==> config.mk <==
export PLATFORM = sky130hd
export DESIGN_NAME = fsg_guard
export DESIGN_NICKNAME = d
export VERILOG_FILES = /design/src/core/fsg_key_seq.v /design/src/core/fsg_page_judge.v /design/src/core/fsg_guard.v
export VERILOG_INCLUDE_DIRS = /design/src /design/src/core
export SDC_FILE = /design/constraint.sdc
export NUM_CORES = 1
export LEC_CHECK = 0
export ABC_AREA = 1
export ABC_CLOCK_PERIOD_IN_PS = 3220
export BUFFER_PORTS_ARGS = -buffer_cell sky130_fd_sc_hd__buf_2
export CORE_UTILIZATION = 52
export CTS_BUF_LIST = sky130_fd_sc_hd__clkbuf_16
export DETAILED_ROUTE_END_ITERATION = 8
export PLACE_DENSITY = 0.81
export SYNTH_ARGS = -nofsm -noshare
export SYNTH_HDL_FRONTEND = slang
export SYNTH_SLANG_ARGS = --single-unit
==> constraint.sdc <==
create_clock -name core_clk_in -period 3.22 [get_ports core_clk_in]
set_clock_uncertainty 0.15 [all_clocks]
set_input_delay 0.483 -clock core_clk_in [delete_from_list [all_inputs] [get_ports core_clk_in]]
set_output_delay 0.483 -clock core_clk_in [all_outputs]
set_load 0.05 [all_outputs]
==> src/core/fsg_regs.vh <==
// Register offsets, field positions, reset values and constants of the Flash guard
`ifndef FSG_REGS_VH
`define FSG_REGS_VH
// ***********************
// Register offsets
// ***********************
`define FSG_OFF_PSTORE_CTRL 8'h00
`define FSG_OFF_UNLOCK_KEY 8'h01
`define FSG_OFF_RESET_CAUSE 8'h02
`define FSG_OFF_SUPPLY_MON 8'h03
`define FSG_OFF_STATUS 8'h04
// ***********************
// Field positions
// ***********************
`define FSG_BIT_WRITE_EN 0
`define FSG_BIT_ERASE_EN 1
`define FSG_BIT_FAULT_FLAG 6
`define FSG_BIT_MON_EN 0
`define FSG_BIT_MON_RST_EN 1
// ***********************
// Reset values and codes
// ***********************
`define FSG_PSTORE_CTRL_RST 8'h00
`define FSG_SUPPLY_MON_RST 8'h00
`define FSG_KEY_FIRST 8'hA5
`define FSG_KEY_SECOND 8'hF1
`define FSG_LOCK_ERASED 8'hFF
// ***********************
// Address map of the Flash array
// ***********************
`define FSG_PAGE_LSB 10
`define FSG_LOCK_BYTE_ADDR 15'h7BFF
`define FSG_LOCK_PAGE 5'h1E
`define FSG_RSVD_PAGE 5'h1F
`define FSG_NUM_PAGES 32
`define FSG_TARGET_SOURCE 2'h0
`define FSG_TARGET_FW_UNLOCKED 2'h1
`define FSG_TARGET_FW_LOCKED 2'h2
// ***********************
// Access sources and kinds
// ***********************
`define FSG_SRC_DEBUG 1'b1
`define FSG_OP_READ 2'h0
`define FSG_OP_WRITE 2'h1
`define FSG_OP_ERASE 2'h2
`define FSG_OP_CHIP_ERASE 2'h3
`endif

==> src/core/fsg_key_seq.v <==
// Two-code unlock key sequencer for Flash write and erase
`timescale 1ns/10ps
module fsg_key_seq (
  // Clock and reset
  input wire core_clk_in,
  input wire rst_b_in,
  // Key register writes
  input wire key_wr_in,
  input wire [7:0] key_data_in,
  // Operation attempt
  input wire op_attempt_in,
  // Key state
  output wire armed_out,
  output wire [1:0] key_state_out
);
`include "fsg_regs.vh"
  localparam ST_IDLE = 4'b0001;
  localparam ST_HALF = 4'b0010;
  localparam ST_ARMED = 4'b0100;
  localparam ST_DEAD = 4'b1000;
  reg [3:0] state_q;
  reg [3:0] state_d;
  always @* begin
    state_d = state_q;
    case (state_q)
      ST_IDLE: begin
        if (op_attempt_in) begin
          state_d = ST_DEAD;
        end else if (key_wr_in) begin
          state_d = (key_data_in == `FSG_KEY_FIRST) ? ST_HALF : ST_DEAD;
        end
      end
      ST_HALF: begin
        if (op_attempt_in) begin
          state_d = ST_DEAD;
        end else if (key_wr_in) begin
          state_d = (key_data_in == `FSG_KEY_SECOND) ? ST_ARMED : ST_DEAD;
        end
      end
      ST_ARMED: begin
        // One operation per key sequence
        if (op_attempt_in) begin
          state_d = ST_IDLE;
        end else if (key_wr_in) begin
          state_d = ST_DEAD;
        end
      end
      ST_DEAD: state_d = ST_DEAD;
      default: state_d = ST_DEAD;
    endcase
  end
  always @(posedge core_clk_in or negedge rst_b_in) begin
    if (!rst_b_in) begin
      state_q <= ST_IDLE;
    end else begin
      state_q <= state_d;
    end
  end
  assign armed_out = state_q[2];
  assign key_state_out = state_q[3] ? 2'h3 : (state_q[2] ? 2'h2 : (state_q[1] ? 2'h1 : 2'h0));
endmodule

==> src/core/fsg_page_judge.v <==
// Judges one Flash access against lock byte, page map and access source
`timescale 1ns/10ps
module fsg_page_judge (
  // Lock state in force
  input wire [7:0] lock_byte_in,
  // Access description
  input wire src_debug_in,
  input wire [1:0] op_in,
  input wire [14:0] addr_in,
  input wire [14:0] exec_addr_in,
  input wire [7:0] wdata_in,
  // Verdict
  output reg allow_out,
  output reg fault_out
);
`include "fsg_regs.vh"
  reg [4:0] tgt_page;
  reg [4:0] exec_page;
  reg [7:0] lock_count;
  reg any_locked;
  reg tgt_locked;
  reg exec_locked;
  reg forbid;
  reg lock_byte_hit;
  always @* begin
    tgt_page = addr_in[14:`FSG_PAGE_LSB];
    exec_page = exec_addr_in[14:`FSG_PAGE_LSB];
    lock_count = ~lock_byte_in;
    any_locked = (lock_byte_in != `FSG_LOCK_ERASED);
    tgt_locked = ({3'h0, tgt_page} < lock_count) || ((tgt_page == `FSG_LOCK_PAGE) && any_locked);
    exec_locked = ({3'h0, exec_page} < lock_count) || ((exec_page == `FSG_LOCK_PAGE) && any_locked);
    lock_byte_hit = (addr_in == `FSG_LOCK_BYTE_ADDR);
    forbid = 1'b0;
    allow_out = 1'b0;
    fault_out = 1'b0;
    if (op_in == `FSG_OP_CHIP_ERASE) begin
      allow_out = src_debug_in;
      fault_out = ~src_debug_in;
    end else begin
      if (tgt_page == `FSG_RSVD_PAGE) begin
        forbid = 1'b1;
        fault_out = ~src_debug_in;
      end else if ((tgt_page == `FSG_LOCK_PAGE) && (op_in == `FSG_OP_ERASE)) begin
        // Page erase of the lock page is only legal from debug with nothing locked
        forbid = ~src_debug_in || any_locked;
        fault_out = ~src_debug_in;
      end else if (lock_byte_hit && (op_in == `FSG_OP_WRITE)) begin
        // Once programmed, the lock byte never changes short of a chip erase
        if (src_debug_in || any_locked || (wdata_in != `FSG_LOCK_ERASED)) begin
          forbid = src_debug_in || any_locked;
          fault_out = ~src_debug_in && any_locked;
        end
      end else if (tgt_locked) begin
        forbid = src_debug_in || ~exec_locked;
        fault_out = ~src_debug_in && ~exec_locked;
      end
      allow_out = ~forbid;
      fault_out = fault_out && forbid && ~src_debug_in;
    end
  end
endmodule

==> src/core/fsg_guard.v <==
// Flash security and write guard: register file, access arbitration and fault reset
//
// Behaviour
// - Software modification needs write enable set
// - Software erase needs write and erase enables
// - Lock byte complement gives locked page count
// - Lock page locked once any lock bit clears
// - Unlocked pages open to every source
// - Locked pages: debug refused, unlocked firmware faults
// - Lock page guarded likewise when anything locked
// - Lock page erase: debug only, nothing locked
// - Debug chip erase alone removes the lock
// - Lock byte changes refused or faulted
// - Reserved area refused to debug, faults firmware
// - Fault flag reads one after fault reset
// - Debug violations ignored, never reset
// - Written lock byte fixed until chip erase
// - New lock byte applies after next reset
// - Modification without supply monitor faults
// - Interrupts held during program or erase
// - Bad key sequence disables until reset
// - Key relocks after every operation
// - Top 1024 bytes from 0x7C00 reserved
//
// Local design decisions: the address-and-strobe port and the address map.
`timescale 1ns/10ps
module fsg_guard (
  // Clock and reset
  input wire core_clk_in,
  input wire rst_b_in,
  // Register port
  input wire [7:0] reg_addr_in,
  input wire [7:0] reg_wdata_in,
  input wire reg_wr_in,
  input wire reg_rd_in,
  output reg [7:0] reg_rdata_out,
  // Flash access request
  input wire acc_req_in,
  input wire acc_src_debug_in,
  input wire [1:0] acc_op_in,
  input wire [14:0] acc_addr_in,
  input wire [14:0] acc_exec_addr_in,
  input wire [7:0] acc_wdata_in,
  // Current lock byte value from the Flash array
  input wire [7:0] lock_byte_in,
  // Flash array command and verdict
  output reg flash_go_out,
  output reg [1:0] flash_op_out,
  output reg [14:0] flash_addr_out,
  output reg [7:0] flash_wdata_out,
  output reg acc_refused_out,
  // Flash busy from the array
  input wire flash_busy_in,
  // Interrupt hold during program or erase
  output reg irq_hold_out,
  // Flash fault device reset request
  output reg flash_fault_device_reset_out
);
`include "fsg_regs.vh"
  // ***********************
  // Reset synchroniser
  // ***********************
  reg rst_meta_q;
  reg rst_sync_q;
  wire fw_fault;
  // A firmware fault pulls the internal reset low for one cycle
  always @(posedge core_clk_in or negedge rst_b_in) begin
    if (!rst_b_in) begin
      rst_meta_q <= 1'b0;
      rst_sync_q <= 1'b0;
    end else begin
      rst_meta_q <= ~fw_fault;
      rst_sync_q <= rst_meta_q;
    end
  end
  wire rst_b = rst_sync_q;

  // ***********************
  // Registers
  // ***********************
  reg [7:0] pstore_ctrl_q;
  reg [1:0] supply_mon_q;
  reg flash_fault_flag_q;
  reg [7:0] lock_eff_q;
  reg lock_cap_q;
  reg fault_pend_q;
  wire store_write_enable = pstore_ctrl_q[`FSG_BIT_WRITE_EN];
  wire store_erase_enable = pstore_ctrl_q[`FSG_BIT_ERASE_EN];
  wire supply_ok = supply_mon_q[`FSG_BIT_MON_EN] & supply_mon_q[`FSG_BIT_MON_RST_EN];

  wire key_wr = reg_wr_in && (reg_addr_in == `FSG_OFF_UNLOCK_KEY);
  wire armed;
  wire [1:0] key_state;
  wire allow;
  wire judge_fault;

  // ***********************
  // Firmware modification qualification
  // ***********************
  wire fw_req = acc_req_in && (acc_src_debug_in != `FSG_SRC_DEBUG);
  wire fw_modify = fw_req && store_write_enable && (acc_op_in != `FSG_OP_READ);
  // A write strobe with both enables set becomes a page erase
  wire [1:0] fw_op = (acc_op_in == `FSG_OP_READ) ? `FSG_OP_READ :
                     (store_erase_enable ? `FSG_OP_ERASE : `FSG_OP_WRITE);
  wire [1:0] eff_op = acc_src_debug_in ? acc_op_in : fw_op;
  // Writes with the enable clear go to data memory, not Flash
  wire fw_ignored = fw_req && (acc_op_in != `FSG_OP_READ) && !store_write_enable;

  fsg_key_seq u_key (
    .core_clk_in(core_clk_in),
    .rst_b_in(rst_b),
    .key_wr_in(key_wr),
    .key_data_in(reg_wdata_in),
    .op_attempt_in(fw_modify),
    .armed_out(armed),
    .key_state_out(key_state)
  );

  fsg_page_judge u_judge (
    .lock_byte_in(lock_eff_q),
    .src_debug_in(acc_src_debug_in),
    .op_in(eff_op),
    .addr_in(acc_addr_in),
    .exec_addr_in(acc_exec_addr_in),
    .wdata_in(acc_wdata_in),
    .allow_out(allow),
    .fault_out(judge_fault)
  );

  // Supply monitor must guard every firmware modification
  wire supply_fault = fw_modify && !supply_ok;
  assign fw_fault = fw_req && !fw_ignored && (judge_fault || supply_fault);
  // Unkeyed attempts are refused silently; the key logic then locks out
  wire go = acc_req_in && !fw_ignored && allow && !fw_fault && !flash_busy_in &&
            (acc_src_debug_in || !fw_modify || armed);

  // ***********************
  // Lock byte capture after each reset
  // ***********************
  always @(posedge core_clk_in or negedge rst_b) begin
    if (!rst_b) begin
      lock_cap_q <= 1'b0;
      lock_eff_q <= `FSG_LOCK_ERASED;
    end else begin
      if (!lock_cap_q) begin
        lock_cap_q <= 1'b1;
        lock_eff_q <= lock_byte_in;
      end else if (go && acc_src_debug_in && (acc_op_in == `FSG_OP_CHIP_ERASE)) begin
        lock_eff_q <= `FSG_LOCK_ERASED;
      end
    end
  end

  // ***********************
  // Register writes
  // ***********************
  always @(posedge core_clk_in or negedge rst_b) begin
    if (!rst_b) begin
      pstore_ctrl_q <= `FSG_PSTORE_CTRL_RST;
      supply_mon_q <= 2'h0;
    end else begin
      if (reg_wr_in && (reg_addr_in == `FSG_OFF_PSTORE_CTRL)) begin
        pstore_ctrl_q <= {6'h00, reg_wdata_in[1:0]};
      end
      if (reg_wr_in && (reg_addr_in == `FSG_OFF_SUPPLY_MON)) begin
        supply_mon_q <= reg_wdata_in[1:0];
      end
    end
  end

  // ***********************
  // Fault flag survives only the fault reset it caused
  // ***********************
  // Held on the raw reset so a fault reset does not erase its own cause
  always @(posedge core_clk_in or negedge rst_b_in) begin
    if (!rst_b_in) begin
      fault_pend_q <= 1'b0;
      flash_fault_flag_q <= 1'b0;
    end else begin
      if (fw_fault) begin
        fault_pend_q <= 1'b1;
      end else if (!rst_b) begin
        fault_pend_q <= 1'b0;
      end
      if (!rst_b && fault_pend_q) begin
        flash_fault_flag_q <= 1'b1;
      end else if (fw_fault) begin
        flash_fault_flag_q <= 1'b0;
      end
    end
  end

  // ***********************
  // Outputs
  // ***********************
  always @(posedge core_clk_in or negedge rst_b) begin
    if (!rst_b) begin
      flash_go_out <= 1'b0;
      flash_op_out <= `FSG_OP_READ;
      flash_addr_out <= 15'h0000;
      flash_wdata_out <= 8'h00;
      acc_refused_out <= 1'b0;
      irq_hold_out <= 1'b0;
      flash_fault_device_reset_out <= 1'b0;
      reg_rdata_out <= 8'h00;
    end else begin
      flash_go_out <= go;
      flash_op_out <= eff_op;
      flash_addr_out <= acc_addr_in;
      flash_wdata_out <= acc_wdata_in;
      acc_refused_out <= acc_req_in && !go && !fw_fault;
      flash_fault_device_reset_out <= fw_fault;
      // Interrupts wait while the array programs or erases
      irq_hold_out <= flash_busy_in || (go && (eff_op != `FSG_OP_READ));
      reg_rdata_out <= 8'h00;
      if (reg_rd_in) begin
        case (reg_addr_in)
          `FSG_OFF_PSTORE_CTRL: reg_rdata_out <= pstore_ctrl_q;
          `FSG_OFF_UNLOCK_KEY: reg_rdata_out <= {6'h00, key_state};
          `FSG_OFF_RESET_CAUSE: reg_rdata_out <= {1'b0, flash_fault_flag_q, 6'h00};
          `FSG_OFF_SUPPLY_MON: reg_rdata_out <= {6'h00, supply_mon_q};
          `FSG_OFF_STATUS: reg_rdata_out <= lock_eff_q;
          default: reg_rdata_out <= 8'h00;
        endcase
      end
    end
  end
endmodule

---- Yosys cells after proc, flatten, opt, wreduce, memory -nomap -nowiden ----
Cells that the tools add are included.
word-level totals
  output and inout port bits .............. 37
  logic and storage cells ................. 140
  bits in registers ....................... 58
  bits of input ports ..................... 71
operators by class
  bitwise logic cells ..................... 6
  $lt $le $gt $ge ......................... 2
  reduce and logical (&&, ||, !) cells .... 54
  mux-type cells .......................... 37
  equal/unequal tests ..................... 24
operator list
  cell                  count
  $pmux 8 s5            1
  $mux 4                8
  $logic_and 1x1->1     30
  $mux 8                3
  $mux 1                19
  $eq 8x2->1 const B    2
  $eq 8x8->1 const B    2
  $lt 5x8->1            2
  $ne 8x8->1 const B    2
  $eq 15x15->1 const B  1
  $eq 5x5->1 const B    3
  $pmux 4 s3            1
  $logic_or 1x1->1      10
  $mux 2                5
  $ne 3x3->1 const B    3
  $eq 8x1->1 const B    1
  $eq 8x3->1 const B    1
  $logic_not 1->1       8
  $logic_not 8->1       1
  $not 8->8             1
  $eq 2x2->1 const B    3
  $reduce_bool 2->1     3
  $eq 4x1->1 const B    1
  $eq 4x2->1 const B    1
  7 further kinds       11

---- Depth between registers and ports, before layout ----
Gate-level depths: netlist (run 1).
  depth after elaboration ................. 23
  gate-level depth with buffers ........... 18
  depth with buffers taken out ............ 18

---- Cells and area by module ----
Synthesis (run 1) repeated with hierarchy kept, for this count alone.
unflattened totals
  cells, all modules ...................... 321
  area total of the unflattened synthesis .. 2824.0 µm²
by module, submodules not included
  module          times used  area each (µm²)  seq. area each (µm²)  cells an instance
  fsg_guard       1           2019.4           1361.3                188
  fsg_page_judge  1           473.0            0.0                   79
  fsg_key_seq     1           331.6            101.3                 54

---- Worst setup path before layout (run 1) ----
Ideal clock, no wire load.
  path kind ............................... register -> register
  from .................................... register lock_eff_q[3]
  to ...................................... register lock_eff_q[0]
  arrival time ............................ 1826 ps
  clock period less this slack ............ 2036 ps
  stages on the path, launching flop included .. 17
  required time ........................... 3009 ps
  setup slack ............................. 1184 ps
  buffers on the path ..................... 0
  library setup time ...................... 61 ps
  path through ............................ dfstp_2 -> ha_1 -> a21oi_1 -> nand2_1 -> nand2_1 -> nand2_1 -> nand2_1 -> nand2_1 -> nand2_1 -> nand2_1 -> nand2_1 -> nand2_1 -> nand2_2 -> nand4_4 -> nand2_4 -> nand2_1 -> nand2_1
on the way
  word-level cells in the longest chain between the ends .. 22
  elaborated cells on any way between the ends .. 42
  classes of those cells .................. order compare (2); eq/ne (2); mux (14); bitwise (3); reduce/logical (21)
ends and longest elaborated chain
  item                                                          line                                      source
  start, declared                                               fsg_guard.v:84                            reg [7:0] lock_eff_q;
  start signal, assigned                                        fsg_guard.v:143                           lock_eff_q <= `FSG_LOCK_ERASED;
  start signal, assigned                                        fsg_guard.v:147                           lock_eff_q <= lock_byte_in;
  start signal, assigned                                        fsg_guard.v:149                           lock_eff_q <= `FSG_LOCK_ERASED;
  $not 8->8 / $ne 8x8->1 (equally long branches)                --
  $lt 5x8->1 / $logic_and 1x1->1 (equally long branches)        fsg_page_judge.v:31                       exec_locked = ({3'h0, exec_page} < lock_count) || ((exec_page == `FSG_LOCK_PAGE) && any_locked);
  $logic_or 1x1->1                                              fsg_page_judge.v:31
  $not 1->1                                                     fsg_page_judge.v:54, fsg_page_judge.v:55
  $logic_and 1x1->1 / $logic_or 1x1->1 (equally long branches)  fsg_page_judge.v:55, fsg_page_judge.v:54
  $mux 1                                                        fsg_page_judge.v:53                       end else if (tgt_locked) begin
  $mux 1                                                        fsg_page_judge.v:47                       end else if (lock_byte_hit && (op_in == `FSG_OP_WRITE)) begin
  $mux 1                                                        fsg_page_judge.v:43                       end else if ((tgt_page == `FSG_LOCK_PAGE) && (op_in == `FSG_OP_ERASE)) begin
  [2 not listed]                                                --
  $logic_and 1x1->1 (2 in series)                               fsg_page_judge.v:58                       fault_out = fault_out && forbid && ~src_debug_in;
  $mux 1                                                        fsg_page_judge.v:36                       if (op_in == `FSG_OP_CHIP_ERASE) begin
  $logic_or 1x1->1                                              fsg_guard.v:132                           assign fw_fault = fw_req && !fw_ignored && (judge_fault || supply_fault);
  $logic_and 1x1->1                                             fsg_guard.v:132
  $logic_not 1->1                                               fsg_guard.v:134                           wire go = acc_req_in && !fw_ignored && allow && !fw_fault && !flash_busy_in &&
  $logic_and 1x1->1 (*) (3 in series)                           fsg_guard.v:134
  $logic_and 1x1->1 (*) (2 in series)                           fsg_guard.v:148                           end else if (go && acc_src_debug_in && (acc_op_in == `FSG_OP_CHIP_ERASE)) begin
  $ne 2x1->1 (no source line) (*)                               --
Mark *: on every way between the ends. The rest lies on a longest branch, timed or not. The select of a mux whose other input is x is not followed.
A chain may end at the register's enable or synchronous reset.

---- Final worst setup path (run 1) ----
  from .................................... register lock_eff_q[3]
  to ...................................... register lock_eff_q[4]
The elaborated chain is that of the path after synthesis.

==> results of run 1 <==
state kept, by name (all words and copies together), names as in the netlist, 2 cells and up:
register         flops
pstore_ctrl_q        2
u_key.state_q        4
reg_rdata_out        8
supply_mon_q         2
flash_op_out         2
lock_eff_q           8
flash_addr_out      15
flash_wdata_out      8
worst register-to-register path, cell delays in order, from the launching register on:
cell and delay [ns]:
dfstp_2 0.60, ha_1 0.27, a21oi_1 0.16, nand2_1 0.07
nand2_1 0.08, nand2_1 0.05, nand2_1 0.05, nand2_1 0.05
nand2_1 0.07, nand2_1 0.05, nand2_1 0.05, nand2_1 0.06
nand2_2 0.09, nand4_4 0.17, nand2_4 0.16, nand2_1 0.07
nand2_1 0.07
cell type report:
class	instances	area share, %
clock buffer	9	6.27
clock inverter	7	1.67
inverter	48	5.02
multi-input combinational	191	29.8
sequential	58	40.8
tap	70	2.44
timing repair buffer	99	14.0
timing repair:
item | CTS | global route
hold buffers | 1 | 0
endpoints found under the hold margin | 4 | 0
buffers inserted | 0 | 0
routing by layer:
metal	GRT usage, %	routed length (µm)
met1	26.6	2560
met2	42.3	3030
met3	6.23	395
met4	13.2	135
met5	0	0
where the power goes:
part           total, µW  switching, µW  internal, µW
Combinational        253            167          86.1
Clock                895            308           587
Sequential           806           30.9           775
Total               1950            506          1450
cell usage in the layout, fill, tap and decap left out, types with 2 or more instances in the layout:
cell / count
dfstp_2: 9
nor2_4: 2
clkinv_1: 4
o21ai_0: 6
nand4_4: 2
nand4_1: 2
nor4_1: 3
nand2_1: 76
nor2_2: 3
nor3_1: 8
inv_2: 7
nor2_1: 20
or2_2: 8
a221oi_1: 2
a22o_1: 2
ha_1: 8
clkinv_2: 3
nand3_1: 13
nand2_4: 2
buf_2: 97
nor3_2: 2
a21oi_1: 9
inv_1: 39
o21ai_1: 2
o21ai_2: 4
nor3b_1: 2
nor3_4: 2
dfrtp_1: 48
nand2_2: 5
clkbuf_16: 9
through the flow:
step | cell area, µm² | hold WS, ns | setup slack, ns
detailed placement | 3300 | 0.0681 | 0.845
finish | 3590 | 0.0572 | 0.894
global route | 3590 | 0.115 | 0.614
global placement | 3300 | 0.0678 | 0.922
floorplan | 2730 | 0.0374 | 1.18
CTS | 3590 | 0.0722 | 0.886
cells in the mapped netlist, drive strengths merged:
cell	n
nand2	83
dfrtp	49
inv	46
nor2	25
nand3	13
nor3	12
o21ai	12
a21oi	10
dfstp	9
ha	8
or2	8
nand4	4
nor4	4
a221oi	2
a22o	2
buf	2
clkinv	2
nor3b	2
conb	1
o211ai	1
o22ai	1
o311ai	1
o31ai	1
o32ai	1
worst paths after layout:
kind / start / end / slack [ns] / cells past startpoint
min in group core_clk_in: acc_wdata_in[7] / flash_wdata_out[7] / 0.12 / 1
hold reg to reg: rst_b / supply_mon_q[0] / 0.06 / 0
setup reg to reg: lock_eff_q[3] / lock_eff_q[4] / 0.89 / 16
max in group asynchronous: rst_b / u_key.state_q[0] / 2.06 / 1
hold / removal: rst_b / supply_mon_q[0] / 0.06 / 0
setup / recovery: lock_eff_q[3] / lock_eff_q[4] / 0.89 / 16
logic make-up after synthesis:
group / Yosys count / synth area share (%)
AO/OA/AOI/OAI: 31 / 7.42
adder cells (fa/ha/maj): 8 / 3.67
buffers and inverters: 50 / 7.20
flip-flops: 58 / 53.6
other: 1 / 0.137
AND/OR/NAND/NOR: 151 / 28.0
==> metrics.md, run 1 <==
| Metric | Value |
|---|---|
| Outcome | `finished, final reports clean` |
| GRT overflow | `0` |
| Num rows | `26` |
| Power Density | `544 mW/mm²` |
| Slew HR | `58.3%` |
| Power after layout | `~2000 µW` |
| Multi-input gate area | `0.00107 mm²` |
| Synth area leader | `dfrtp_1` |
| Nets | `~490` |
| Gp weighted congestion | `0.850` |
| Yosys synthesis warning count | `0` |
| Final Util | `between 70% and 80%` |
| Antenna-violating nets left | `0` |
| Clock sink total | `58` |
| CP Cell Sequence | `ha_1 -> a21oi_1 -> nand2_1 -> nand2_1 -> nand2_1 -> nand2_1 -> nand2_1 -> nand2_1 -> nand2_1 -> nand2_1 -> nand2_1 -> nand2_2 -> nand4_4 -> nand2_4 -> nand2_1 -> nand2_1` |
| Top cells by area, synth | `dfrtp_1, nand2_1, dfstp_2, inv_1, ha_1` |
| Layout Cells excl Fill | `482` |
| Via density | `4.93` |
| Synth cell types | `37` |
| DIE WIDTH | `between 70 and 80 µm` |
| Longest Clk Path Bufs | `2` |
| Post-Route WL | `6.13 mm` |
| I/O pin cnt | `108` |
| Final setup vio count | `0` |
| Crit path DAT | `2.44 ns` |
| Max Fclk | `430 MHz` |
| Via count | `approximately 2400` |
| WL/cell | `12.7 µm` |
| Register bit total from synthesis | `between 50 and 60` |
| Layout area overhead | `31.5%` |
| CTS tree | `built` |
| Filler cells | `386` |
| RSZ-0062 raised after global routing | `false` |
| # diodes | `0` |
| Remaining DRCs | `0` |
| Final Max Slew Viols | `0` |
| Worst path bufs/invs | `0` |
| Input/output buffers | `97` |
| CP required | `3.33 ns` |
| Register area share after synthesis | `53.6%` |
| Initial antenna violation count | `0` |
| H-tree lvl count | `3` |
| Worst path slowest cell | `dfstp_2` |
| Fin. Hold Viols | `0` |
| Leak | `0.00186 µW` |
| Min Tclk post-route | `2.33 ns` |
| Setup crit end kind | `flip-flop` |
| Die area | `0.00554 mm²` |
| Placed cell count | `between 400 and 500` |
| Worst Tran Pin Value | `0.620 ns` |
| Slowest Stage Delay on Critical Path | `0.60 ns` |
| Syn avg cell area | `9.13 µm²` |
| Total CTS buffers | `9` |
| Layout cells sized above 1 | `39.1%` |
| Cell mode on critical path | `nand2_1` |
| Setup_tns | `0 ns` |
| Syn_nets | `378` |
| Synthesized area | `0.00273 mm²` |
| Worst hold path class | `reg2async` |
| Fin crit share | `about 72%` |
| Kind of critical path | `reg2reg` |
| Clock root buffer | `clkbuf_16` |
| Core ar. | `0.00507 mm²` |
| Worst-path fanout max | `9` |
| GRT Total Usage | `24.1%` |
| Post-DP HPWL | `4.36 mm` |
| Largest net degree at the start of global routing | `36` |
| Clock Latency Late Sink | `0.33 ns` |
| Critical path startpoint category | `flip-flop` |
| Delay-heaviest family, CP | `simple AND/OR/NAND/NOR gates` |
| First-pass DRT Iterations | `4` |
| Register Area | `0.00146 mm²` |
| Number of global-route vias before repair | `around 2300` |
| First-pass GRT wire length | `9.80 mm` |
| Initial Utilization | `53.8%` |
| CTS clk-pin slew, worst paths | `about 0.050 ns` |
| MaxCap Viol Count | `0` |
| Die height | `74.5 µm` |
| VDD IR max | `~0.00028 V` |
| Post-synth top area share | `44.9%` |
| CTS resizes | `0` |
| Mapped Cells | `299` |
| Starting DRT DRC Count | `140` |
No activity file was read; power rests on OpenSTA's default activity.
==> run 2, diff against run 1 <==
- ABC_CLOCK_PERIOD_IN_PS: 3220 -> 2200
- CORE_UTILIZATION: 52 -> 48
- PLACE_DENSITY: 0.81 -> 0.75
- clock period: 3.22 -> 2.2 ns (I/O delays scaled with it)
==> run 2 against run 1 <==
Effect of this change: the flow now finishes with violations (setup timing); total power up 50%; sequential power grew 46%; global-route usage decreased by 0.29 points; non-clock buffer count rose by 34; highest routed layer unchanged; routed wire length rose by 8.2%; final area is 11% higher; combinational power up 80%; maximum frequency is 0.72% higher; critical path depth grew 1; first-iteration DRC count shrank 19%.
==> metrics.md, run 2 (synthesis gave the netlist of run 1 again) <==
| Metric | Value |
|---|---|
| Worst-path fanout max | `4` |
| Critical R2R Capture | `lock_eff_q[4]` |
| Kind of critical path | `reg2reg` |
| # diodes | `0` |
| Hold wc startpoint | `acc_addr_in[12]` |
| Via count | `2500` |
| Initial antenna violation count | `0` |
| Nets | `521` |
| Clock root buffer | `clkbuf_16` |
| Max FFs per register | `15` |
| Layout Cells excl Fill | `approximately 520` |
| Setup crit end kind | `flip-flop` |
| R2R Setup Slk | `-0.11 ns` |
| CP required | `between 2 and 2.5 ns` |
| Leak | `0.00202 µW` |
| Final Util | `72.6%` |
| Most frequent cells in the layout | `buf_2, nand2_1, dfrtp_1, inv_1` |
| Failing checks | `setup timing` |
| Crit path DAT | `~2.4 ns` |
| I/O pin cnt | `108` |
| WL/cell | `approximately 13 µm` |
| Setup ws final | `-0.109 ns` |
| MaxCap Viol Count | `0` |
| Total CTS buffers | `9` |
| Fin crit share | `105%` |
| Most flops, register | `flash_addr_out` |
| Via density | `4.82` |
| Num rows | `27` |
| Critical path startpoint category | `flip-flop` |
| GRT Total Usage | `23.9%` |
| Final setup vio count | `9` |
| Core ar. | `approximately 0.0055 mm²` |
| H-tree lvl count | `3` |
| First-pass GRT wire length | `10.9 mm` |
| Commonest non-fill, non-tap cell in the layout | `buf_2` |
| CTS clk-pin slew, worst paths | `approximately 0.05 ns` |
| Starting DRT DRC Count | `113` |
| Layout cells sized above 1 | `42.5%` |
| Fin. Hold Viols | `0` |
| VDD IR max | `0.000527 V` |
| CTS tree | `built` |
| Remaining DRCs | `0` |
| Placed cell count | `474` |
| Max Fclk | `433 MHz` |
| Post-DP HPWL | `4.48 mm` |
| Slew HR | `59.3%` |
| Power after layout | `2930 µW` |
| GRT overflow | `0` |
| Clock Latency Late Sink | `0.32 ns` |
| Worst hold path class | `in2reg` |
| Worst Hold Path EP | `flash_addr_out[12]` |
| Antenna-violating nets left | `0` |
| Die area | `0.00599 mm²` |
| Worst Tran Pin Value | `0.611 ns` |
| Worst R2R Start | `lock_eff_q[1]` |
| Clock sink total | `58` |
| Power Density | `between 700 and 800 mW/mm²` |
| R2R cell count | `17` |
| Die height | `77.4 µm` |
| DIE WIDTH | `77.4 µm` |
| Input/output buffers | `97` |
| Post-Route WL | `~6.6 mm` |
| Longest Clk Path Bufs | `2` |
| Number of global-route vias before repair | `2505` |
| Final Max Slew Viols | `0` |
| First-pass DRT Iterations | `5` |
| Initial Utilization | `49.6%` |
| Min Tclk post-route | `2.31 ns` |
| RSZ-0062 raised after global routing | `true` |
| Gp weighted congestion | `0.881` |
| Outcome | `finished with violations` |
| Largest net degree at the start of global routing | `36` |
| Dpl ws | `-0.0591 ns` |
| WHS Path Cells | `1` |
| Layout area overhead | `46.4%` |
==> run 2: per-stage QoR <==
stage | cell area [µm²] | hold WS (ns) | setup TNS, ns
6_report | 4000 | 0.00676 | -0.708
2_1_floorplan | 2730 | -0.116 | 0
4_1_cts | 3940 | 0.00756 | -0.0102
5_1_grt | 4000 | 0.00454 | -2.35
3_3_place_gp | 3360 | -0.0153 | -0.000877
3_5_place_dp | 3360 | -0.0160 | -0.314
==> run 2: layout make-up <==
cell class | count | area, µm²
fill | 386 | 1510
sequential | 58 | 1460
multi-input combinational | 192 | 1160
timing repair buffer | 133 | 821
clock buffer | 9 | 225
inverter | 48 | 180
tap | 72 | 90.1
clock inverter | 7 | 60.1
==> run 2: critical path, cell delays in order (launching register included) <==
cell and delay [ns]:
dfstp_2 0.59, ha_1 0.25, o21ai_1 0.09, nand2_1 0.07, nand2_1 0.06, nand2_1 0.05
nand2_1 0.07, nand2_2 0.06, nand2_1 0.06, nand3_1 0.08, nand2_1 0.07, nand2_1 0.06
nand2_2 0.07, nand2_4 0.07, buf_4 0.17, nand4_4 0.10, nand3_2 0.09, nand2_2 0.09
==> run 2: per-layer routing <==
layer | GRT usage (%) | vias up | share of wire, %
met5 | 0 | - | 0
met4 | 10.2 | 0 | 1.3
met3 | 7.06 | 6 | 6.5
met2 | 40.3 | 101 | 49
met1 | 28.2 | 1149 | 43
li1 | - | 1244 | -
==> run 2: how the worst max path moves through the flow <==
stage	start	endpoint	slack [ns]	depth (start not counted)
final	lock_eff_q[1]	lock_eff_q[4]	-0.11	17
after global routing	lock_eff_q[1]	lock_eff_q[4]	-0.24	17
after CTS	lock_eff_q[1]	lock_eff_q[0]	-0.008	16
after detailed placement	lock_eff_q[1]	lock_eff_q[3]	-0.06	18
after global placement	lock_eff_q[1]	lock_eff_q[1]	-0.0009	18
after floorplan	lock_eff_q[3]	lock_eff_q[0]	0.16	16
==> run 2: what timing repair did <==
action	in CTS	in global routing
cloned	1	0
endpoints found under the setup margin	8	11
buffers inserted	5	4
resized for setup	7	8
endpoints found under the hold margin	23	0
hold buffers	20	0
pin swaps	7	7
==> run 2: report_power, final <==
part	total (µW)	internal [µW]	switching (µW)
logic	456	179	277
registers	1180	1130	41.8
clock network	1300	858	438
total	2930	2170	757
